--- src/core/ars_map.vh ---
// Constant map of the axis ring phase supervisor.
`ifndef ARS_MAP_VH
`define ARS_MAP_VH
// Supervisor state codes.
`define ARS_ST_RESET 16'h0000
`define ARS_ST_PHASE_BASE 16'he001
`define ARS_ST_SWITCH_BASE 16'he011
`define ARS_ST_READY 16'he005
`define ARS_ST_ZERO_BITS 16'he006
`define ARS_ST_STEADY 16'he007
`define ARS_ST_RING_OPEN 16'he008
// Interrupt status codes.
`define ARS_IRQ_NONE 16'h0000
`define ARS_IRQ_SYSTEM 16'h4000
`define ARS_IRQ_AXIS_HI 8'h01
// Seven-segment codes (segments g..a, active high).
`define ARS_SEG_0 7'h3f
`define ARS_SEG_1 7'h06
`define ARS_SEG_2 7'h5b
`define ARS_SEG_3 7'h4f
`define ARS_SEG_B 7'h7c
`define ARS_SEG_5 7'h6d
`define ARS_SEG_6 7'h7d
`define ARS_SEG_7 7'h07
`define ARS_SEG_8 7'h7f
`define ARS_SEG_E 7'h79
// Phase numbers and counts.
`define ARS_PHASE_0 3'h0
`define ARS_PHASE_4 3'h4
`define ARS_SYNC_RUN 4'ha
`define ARS_SELFTEST_CYCLES 8'h10
`define ARS_SWITCH_CYCLES 8'h08
`endif

--- src/core/ars_supervisor.v ---
// Phase supervisor of the axis ring module: phases, errors, status and display.
// Notes on behaviour
// - Command and actual values are exchanged once per strictly equidistant cycle.
// - After one faulty transfer the last valid values are kept for that cycle.
// - After two faulty transfers in a row all drives are switched off.
// - At most eight drives are served, each addressed by one bit of an eight-bit axis field.
// - After power-on a self-check runs and any fault is shown on the status display.
// - A system error latches its code and presents 0x4000 as interrupt status.
// - A system error forces phase 0 and, once cleared, a new phase build-up starts by itself.
// - An axis error sets that axis's diagnostic bit and presents 0x01 plus the axis bit, unless a system error is raised in the same cycle.
// - Some axis errors additionally raise a system error.
// - After an axis error the phase is held until the host clears the axis error.
// - Supervisor state is E001..E004 in phases 0..3, E011..E014 while switching, E005 in phase 4.
// - Supervisor state is E006 or E007 in the test modes, E008 for an open ring and 0000 in reset.
// - In a test mode the test pattern is sent and no new phase switch starts; a switch already under way completes.
// - Without ten consecutive sync telegrams in phase 0 after reset the ring is open.
`timescale 1ns/1ps
`include "ars_map.vh"
module ars_supervisor #(
  parameter NAX = 8,
  parameter DW = 16,
  parameter CYCLE_TICKS = 1000,
  parameter SYNC_WAIT = 100
) (
  // Clock and reset.
  input wire i_clk_sys,
  input wire i_rst_n,
  // Ring receive side.
  input wire i_master_sync_telegram,
  input wire i_rx_valid,
  input wire i_rx_fault,
  input wire [NAX*DW-1:0] i_rx_actual,
  // Host side.
  input wire [NAX*DW-1:0] i_cmd_values,
  input wire i_sys_err,
  input wire [15:0] i_sys_err_code,
  input wire i_sys_err_clear,
  input wire [NAX-1:0] i_axis_err,
  input wire [NAX-1:0] i_axis_err_fatal,
  input wire i_axis_err_clear,
  input wire i_phase_up_req,
  input wire i_selftest_fail,
  input wire i_test_zero_bits,
  input wire i_test_steady,
  // Ring transmit side.
  output reg o_cycle_start,
  output reg [NAX*DW-1:0] o_tx_cmd,
  output reg [1:0] o_tx_pattern,
  // Drive and host status.
  output reg [NAX*DW-1:0] o_actual,
  output reg [NAX-1:0] o_drive_enable,
  output reg [NAX-1:0] o_axis_diag,
  output reg [15:0] o_irq_status,
  output reg [15:0] o_sys_err_param,
  output reg [15:0] o_supervisor_state,
  output reg [2:0] o_phase,
  output reg [6:0] o_seg
);
  // =====================================================================
  // Reset release through two flip-flops.
  reg rst_s1_r;
  reg rst_s2_r;
  always @(posedge i_clk_sys or negedge i_rst_n) begin
    if (!i_rst_n) begin
      rst_s1_r <= 1'b0;
      rst_s2_r <= 1'b0;
    end else begin
      rst_s1_r <= 1'b1;
      rst_s2_r <= rst_s1_r;
    end
  end
  wire rst_n = rst_s2_r;

  // =====================================================================
  // Cycle timer.
  localparam [2:0] S_SELF = 3'h0, S_SYNC = 3'h1, S_PHASE = 3'h2, S_SWITCH = 3'h3;
  localparam [2:0] S_OPEN = 3'h4, S_FAIL = 3'h5;
  reg [2:0] st_r;
  wire tick;
  wire run = (st_r == S_PHASE) || (st_r == S_SWITCH) || (st_r == S_SYNC);
  ars_cycle_timer #(.CYCLE_TICKS(CYCLE_TICKS), .CW(32)) u_timer (
    .i_clk_sys(i_clk_sys),
    .i_rst_n(rst_n),
    .i_run(run),
    .o_cycle_tick(tick)
  );

  // =====================================================================
  // Phase sequencer.
  reg [2:0] phase_r;
  reg [7:0] cnt_r;
  reg [31:0] wait_r;
  reg [3:0] sync_r;
  reg sys_err_r;
  reg axis_hold_r;
  reg up_pend_r;
  wire test_on = i_test_zero_bits | i_test_steady;
  wire sys_evt = i_sys_err | (|(i_axis_err & i_axis_err_fatal));
  always @(posedge i_clk_sys or negedge rst_n) begin
    if (!rst_n) begin
      st_r <= S_SELF;
      phase_r <= `ARS_PHASE_0;
      cnt_r <= 8'h00;
      wait_r <= 32'h0;
      sync_r <= 4'h0;
      sys_err_r <= 1'b0;
      axis_hold_r <= 1'b0;
      up_pend_r <= 1'b0;
      o_sys_err_param <= 16'h0000;
    end else begin
      // Set wins over clear on both error flags.
      if (sys_evt) begin
        sys_err_r <= 1'b1;
        o_sys_err_param <= i_sys_err ? i_sys_err_code : o_sys_err_param;
      end else if (i_sys_err_clear) begin
        sys_err_r <= 1'b0;
      end
      if (|i_axis_err) begin
        axis_hold_r <= 1'b1;
      end else if (i_axis_err_clear) begin
        axis_hold_r <= 1'b0;
      end
      if (i_phase_up_req) begin
        up_pend_r <= 1'b1;
      end
      case (st_r)
        S_SELF: begin
          cnt_r <= cnt_r + 8'h01;
          if (i_selftest_fail) begin
            st_r <= S_FAIL;
          end else if (cnt_r == `ARS_SELFTEST_CYCLES) begin
            st_r <= S_SYNC;
            wait_r <= 32'h0;
            sync_r <= 4'h0;
          end
        end
        S_SYNC: begin
          wait_r <= wait_r + 32'h1;
          if (i_master_sync_telegram) begin
            sync_r <= i_rx_fault ? 4'h0 : sync_r + 4'h1;
          end
          if (sync_r == `ARS_SYNC_RUN) begin
            st_r <= S_PHASE;
          end else if (wait_r == SYNC_WAIT) begin
            st_r <= S_OPEN;
          end
        end
        S_PHASE: begin
          cnt_r <= 8'h00;
          if (sys_evt || sys_err_r) begin
            phase_r <= `ARS_PHASE_0;
          end else if (!test_on && phase_r != `ARS_PHASE_4 && !axis_hold_r) begin
            if (phase_r == `ARS_PHASE_0 || up_pend_r) begin
              st_r <= S_SWITCH;
              up_pend_r <= 1'b0;
            end
          end
        end
        S_SWITCH: begin
          if (sys_evt) begin
            st_r <= S_PHASE;
            phase_r <= `ARS_PHASE_0;
          end else if ((|i_axis_err) || axis_hold_r) begin
            // An axis error aborts the pending switch, so the phase stays where it is.
            st_r <= S_PHASE;
          end else if (tick) begin
            cnt_r <= cnt_r + 8'h01;
            if (cnt_r == `ARS_SWITCH_CYCLES) begin
              phase_r <= phase_r + 3'h1;
              st_r <= S_PHASE;
            end
          end
        end
        S_FAIL: st_r <= S_FAIL;
        S_OPEN: st_r <= S_OPEN;
        default: st_r <= S_SELF;
      endcase
    end
  end

  // =====================================================================
  // Cyclic exchange with one fault count shared by all axes.
  reg [NAX-1:0] bad_once_r;
  reg drives_off_r;
  wire second_bad = i_rx_valid && i_rx_fault && (&bad_once_r);
  integer k;
  always @(posedge i_clk_sys or negedge rst_n) begin
    if (!rst_n) begin
      o_cycle_start <= 1'b0;
      o_tx_cmd <= {NAX*DW{1'b0}};
      o_actual <= {NAX*DW{1'b0}};
      o_drive_enable <= {NAX{1'b0}};
      bad_once_r <= {NAX{1'b0}};
      drives_off_r <= 1'b0;
      o_axis_diag <= {NAX{1'b0}};
    end else begin
      o_cycle_start <= tick;
      if (tick) begin
        o_tx_cmd <= i_cmd_values;
      end
      if (i_rx_valid && !i_rx_fault) begin
        o_actual <= i_rx_actual;
        bad_once_r <= {NAX{1'b0}};
      end else if (i_rx_valid) begin
        bad_once_r <= {NAX{1'b1}};
      end
      // The switch-off latches until the phase drops, so a later good cycle cannot re-enable the drives.
      if (second_bad) begin
        drives_off_r <= 1'b1;
      end else if (phase_r != `ARS_PHASE_4) begin
        drives_off_r <= 1'b0;
      end
      if (st_r == S_PHASE && phase_r == `ARS_PHASE_4 && !drives_off_r && !second_bad) begin
        o_drive_enable <= {NAX{1'b1}};
      end else if (phase_r != `ARS_PHASE_4 || drives_off_r || second_bad) begin
        o_drive_enable <= {NAX{1'b0}};
      end
      for (k = 0; k < NAX; k = k + 1) begin
        if (i_axis_err[k]) begin
          o_axis_diag[k] <= 1'b1;
        end else if (i_axis_err_clear) begin
          o_axis_diag[k] <= 1'b0;
        end
      end
    end
  end

  // =====================================================================
  // Interrupt status, supervisor state and display.
  always @(posedge i_clk_sys or negedge rst_n) begin
    if (!rst_n) begin
      o_irq_status <= `ARS_IRQ_NONE;
      o_supervisor_state <= `ARS_ST_RESET;
      o_seg <= `ARS_SEG_8;
      o_tx_pattern <= 2'h0;
      o_phase <= `ARS_PHASE_0;
    end else begin
      o_phase <= phase_r;
      o_tx_pattern <= i_test_zero_bits ? 2'h1 : (i_test_steady ? 2'h2 : 2'h0);
      if (sys_evt) begin
        o_irq_status <= `ARS_IRQ_SYSTEM;
      end else if (|i_axis_err) begin
        o_irq_status <= {`ARS_IRQ_AXIS_HI, i_axis_err};
      end else if (i_sys_err_clear || i_axis_err_clear) begin
        o_irq_status <= `ARS_IRQ_NONE;
      end
      if (st_r == S_FAIL) begin
        o_supervisor_state <= `ARS_ST_RESET;
        o_seg <= `ARS_SEG_E;
      end else if (st_r == S_OPEN) begin
        o_supervisor_state <= `ARS_ST_RING_OPEN;
        o_seg <= `ARS_SEG_7;
      end else if (i_test_zero_bits) begin
        o_supervisor_state <= `ARS_ST_ZERO_BITS;
        o_seg <= `ARS_SEG_5;
      end else if (i_test_steady) begin
        o_supervisor_state <= `ARS_ST_STEADY;
        o_seg <= `ARS_SEG_6;
      end else if (st_r == S_SELF) begin
        o_supervisor_state <= `ARS_ST_RESET;
        o_seg <= `ARS_SEG_8;
      end else if (phase_r == `ARS_PHASE_4) begin
        o_supervisor_state <= `ARS_ST_READY;
        o_seg <= `ARS_SEG_B;
      end else begin
        o_supervisor_state <= ((st_r == S_SWITCH) ? `ARS_ST_SWITCH_BASE : `ARS_ST_PHASE_BASE)
                              + {13'h0, phase_r};
        case (phase_r)
          3'h1: o_seg <= `ARS_SEG_1;
          3'h2: o_seg <= `ARS_SEG_2;
          3'h3: o_seg <= `ARS_SEG_3;
          default: o_seg <= `ARS_SEG_0;
        endcase
      end
    end
  end
endmodule // ars_supervisor

--- src/core/ars_cycle_timer.v ---
// Equidistant communication cycle timer of the axis ring phase supervisor.
`timescale 1ns/1ps
module ars_cycle_timer #(
  parameter CYCLE_TICKS = 1000,
  parameter CW = 16
) (
  // Clock and reset.
  input wire i_clk_sys,
  input wire i_rst_n,
  // Cycle strobe.
  input wire i_run,
  output reg o_cycle_tick
);
  // =====================================================================
  // Free-running divider; restarting only on i_run keeps periods exact.
  // The terminal count is cut to the counter width on purpose.
  localparam [31:0] LAST_FULL = CYCLE_TICKS - 1;
  localparam [CW-1:0] LAST_TICK = LAST_FULL[CW-1:0];
  reg [CW-1:0] cnt_r;
  always @(posedge i_clk_sys or negedge i_rst_n) begin
    if (!i_rst_n) begin
      cnt_r <= {CW{1'b0}};
      o_cycle_tick <= 1'b0;
    end else if (!i_run) begin
      cnt_r <= {CW{1'b0}};
      o_cycle_tick <= 1'b0;
    end else if (cnt_r == LAST_TICK) begin
      cnt_r <= {CW{1'b0}};
      o_cycle_tick <= 1'b1;
    end else begin
      cnt_r <= cnt_r + 1'b1;
      o_cycle_tick <= 1'b0;
    end
  end
endmodule // ars_cycle_timer

--- config.mk ---
export PLATFORM = sky130hd
export DESIGN_NAME = ars_supervisor
export DESIGN_NICKNAME = d
export VERILOG_FILES = /design/src/core/ars_supervisor.v /design/src/core/ars_cycle_timer.v
export VERILOG_INCLUDE_DIRS = /design/src /design/src/core
export SDC_FILE = /design/constraint.sdc
export NUM_CORES = 1
export LEC_CHECK = 0
export ABC_AREA = 1
export BUFFER_PORTS_ARGS = -buffer_cell sky130_fd_sc_hd__buf_2
export CAP_MARGIN = 10
export CORE_AREA = 2 2 243 245
export DETAILED_ROUTE_END_ITERATION = 10
export DIE_AREA = 0 0 245 247
export GPL_TIMING_DRIVEN = 0
export PLACE_DENSITY_LB_ADDON = 0.15
export SYNTH_ARGS = -nofsm -noshare
export SYNTH_HDL_FRONTEND = slang
export SYNTH_SLANG_ARGS = --single-unit
--- constraint.sdc ---
create_clock -name i_clk_sys -period 19.55 [get_ports i_clk_sys]
set_input_delay 2.9325 -clock i_clk_sys [delete_from_list [all_inputs] [get_ports i_clk_sys]]
set_output_delay 2.9325 -clock i_clk_sys [all_outputs]
set_load 0.02 [all_outputs]
==> reports/metrics.cfg <==
[timing]
finalSetupViolCount=0
worst_slew_pin_slew_ns=0.7225
hold_viol_final=0
setup_tns_ns=0
fmax_mhz=231.5
fin_skew_ns=0.01035
finalCriticalPeriod_ns=4.319
fin_crit_sh_pct=22.09
rsz0062_at_grt=no
drv_slew=0
relSlewSlack_pct=51.84
fin_ws_ns=15.23

[clock_network]
cts_tree=done
clock_latency_ns=0.57
cts_setup_buffers=0
cts_inserted_buffers=47
cts_resized=0
h-tree-depth=2
clkTransAtPathRegs_ns=0.06
clock_path_buffers=3
cts.sinks=400
holdBufCountCts=0
cts_root_buf=clkbuf_16

[setup_path]
cp-end-kind=output pin
startpoint_type=flip-flop
crit_required_ns=16.62
crit_type=reg -> out
cp.arrival_ns=1.39
cp_max_fo=9

[die]
fp.coreArea_mm2=0.05824
die_w_um=245
chipHeight_um=247
fp.dieArea_mm2=0.06052
top_level_ports=633
core.rowCount=89
start_util_pct=29.43

[cells_and_area]
areaGrowthSynthToFinish_pct=33.93
layout_commonest_cell=nand2_1
fin_nets=2807
final_cells=3311
most-common-layout-cells=654 x nand2_1, 634 x buf_2, 392 x dfrtp_1
final_util_pct=39.41
fillers=5956
drive_above_1_share_pct=35.46

[grt]
antenna_found_initial=24
grt_overflow=0
grt_start_max_net_pins=69
grt_pass1_wl_mm=90.03
grt_usage_pct=19.76
grt_pass1_vias=14730

[pwr]
total_power_mw=2.243
swShare_pct=29.98
combPwrFrac_pct=18.6
clockPowerShare_pct=39.2
ir_worst_vdd_mv=0.06479
p_leak_nw=12.06
power_switching_mw=0.6725
p_int_mw=1.571
p_seq_share_pct=42.2
power_density_mw_per_mm2=97.74

[outcome]
status=finished clean

[yosys]
synth-seq-cells=400
synthAdderAreaFrac_pct=0.8761
synthSimpleGateAreaFrac_pct=22.35
async_flop_share_pct=100.0
synthMuxAreaShare_pct=8.411
synth_edf_count=0
syn_area_mm2=0.01714
ys.flop_type=dfrtp_1
ys_seq_area_share_pct=58.46
yosysUniqueCellTypes=42
synth_top_family_by_area=simple AND/OR/NAND/NOR gates
syn-instance-count=1811
ys.warnings.count=0
syn_area_per_cell_um2=9.463
synth_compound_area_share_pct=2.694
yosys.area_share.xor_xnor_pct=2.146

[worst_hold_path]
hp-class=reg -> async

[place]
dp_slack_ns=14.75
hpwl_mm=49.43
dpl.cell_count=3219
io_buffers=616
gp_congestion=0.8817

[detailed_routing]
wire_per_inst_um=18.64
via_count=14810
dr.pass1.iters=7
wirelength_mm=61.70
routed_via_density=4.472
detail-route-antenna-nets=0
initialDrtViolationCount=607
drc=0

[flow_run]
drv_cap=0

-- critical path: stages, from the launching register on --
cell and delay, ns:
dfrtp_1 0.51, buf_4 0.16, buf_2 0.15
-- layout make-up --
type | instances | area (µm²) | share of cell area (%)
timing repair buffer | 622 | 3248 | 14.15
sequential | 400 | 10020 | 43.67
clock inverter | 15 | 191.4 | 0.8341
multi-input combinational | 1228 | 6307 | 27.48
antenna | 11 | 27.53 | 0.1199
inverter | 119 | 447.9 | 1.952
buffer | 77 | 412.9 | 1.799
clock buffer | 66 | 1328 | 5.784
tap | 773 | 967.2 | 4.214
-- cells by family (layout without fill, tap and decap cells) --
| family | count (synthesis) | in the layout |
|---|---|---|
| XOR/XNOR | 42 | 42 |
| buffers and inverters | 196 | 899 |
| AND/OR/NAND/NOR | 948 | 948 |
| multiplexers | 128 | 128 |
| adder cells (fa/ha/maj) | 12 | 12 |
| other | 2 | 26 |
| AO/OA/AOI/OAI | 83 | 83 |
| flip-flops | 400 | 400 |
-- flip-flops by register name, indices dropped and copies added, names as in the netlist, 2 cells and up --
register,count
cnt_r,8
o_supervisor_state,6
o_seg,7
o_tx_pattern,2
st_r,3
sync_r,4
wait_r,32
o_sys_err_param,16
o_irq_status,10
o_tx_cmd,128
u_timer.cnt_r,32
o_phase,3
o_actual,128
o_axis_diag,8
phase_r,3
-- per-stage QoR --
stage / instance area, µm² / hold WS [ns]
6_report: 22950 / 0.3487
3_5_place_dp: 21410 / 0.3403
5_1_grt: 22940 / 0.3766
4_1_cts: 22920 / 0.3536
3_3_place_gp: 21240 / 0.3365
2_1_floorplan: 17190 / 0.3312
-- metal layers --
metal,vias up,share of wire [%],global-route usage (%)
met2,480,49,32.73
met4,22,3.6,7.765
met3,119,8.8,7.109
met1,7095,39,23.37
li1,7090,-,-
met5,-,0.23,0
-- synth_stat cells (13+ instances only) --
library cell    n  area share, %
nand2_1       654             14
dfrtp_1       393             57
nor2_1        155            3.4
mux2_2        128            8.4
inv_1         109            2.4
nand3_1        56            1.6
nor3_1         37            1.1
o21ai_0        36            1.1
xor2_1         33            1.7
clkbuf_1       32           0.70
buf_4          25            1.1
nand4_1        24           0.88
buf_2          18           0.53
o21ai_1        15           0.44
o22ai_1        13           0.47
-- power groups by stage --
stage | registers, mW | logic [mW] | clock network [mW]
after CTS | 0.947 | 0.423 | 0.909
after global routing | 0.956 | 0.457 | 0.945
after floorplan | 1.04 | 0.173 | 0
after detailed placement | 0.962 | 0.422 | 0
final | 0.946 | 0.417 | 0.880
after global placement | 0.974 | 0.399 | 0
-- worst paths after layout --
| path | start | end | slack, ns | cells after the start |
|---|---|---|---|---|
| min in group i_clk_sys | rst_s1_r$_DFF_PN0_ | rst_n$_DFF_PN0_ | 0.35 | 0 |
| max | o_drive_enable[6]$_DFFE_PN0P_ | o_drive_enable[2] | 15.23 | 2 |
| max reg2reg | u_timer.o_cycle_tick$_DFF_PN0_ | o_tx_cmd[12]$_DFFE_PN0P_ | 17.39 | 5 |
| min | rst_n$_DFF_PN0_ | o_tx_cmd[36]$_DFFE_PN0P_ | 0.35 | 0 |
| min reg2reg | rst_n$_DFF_PN0_ | o_tx_cmd[36]$_DFFE_PN0P_ | 0.35 | 0 |
| max in group asynchronous | i_rst_n | rst_n$_DFF_PN0_ | 17.30 | 1 |
No activity file was read; power rests on OpenSTA's default activity.
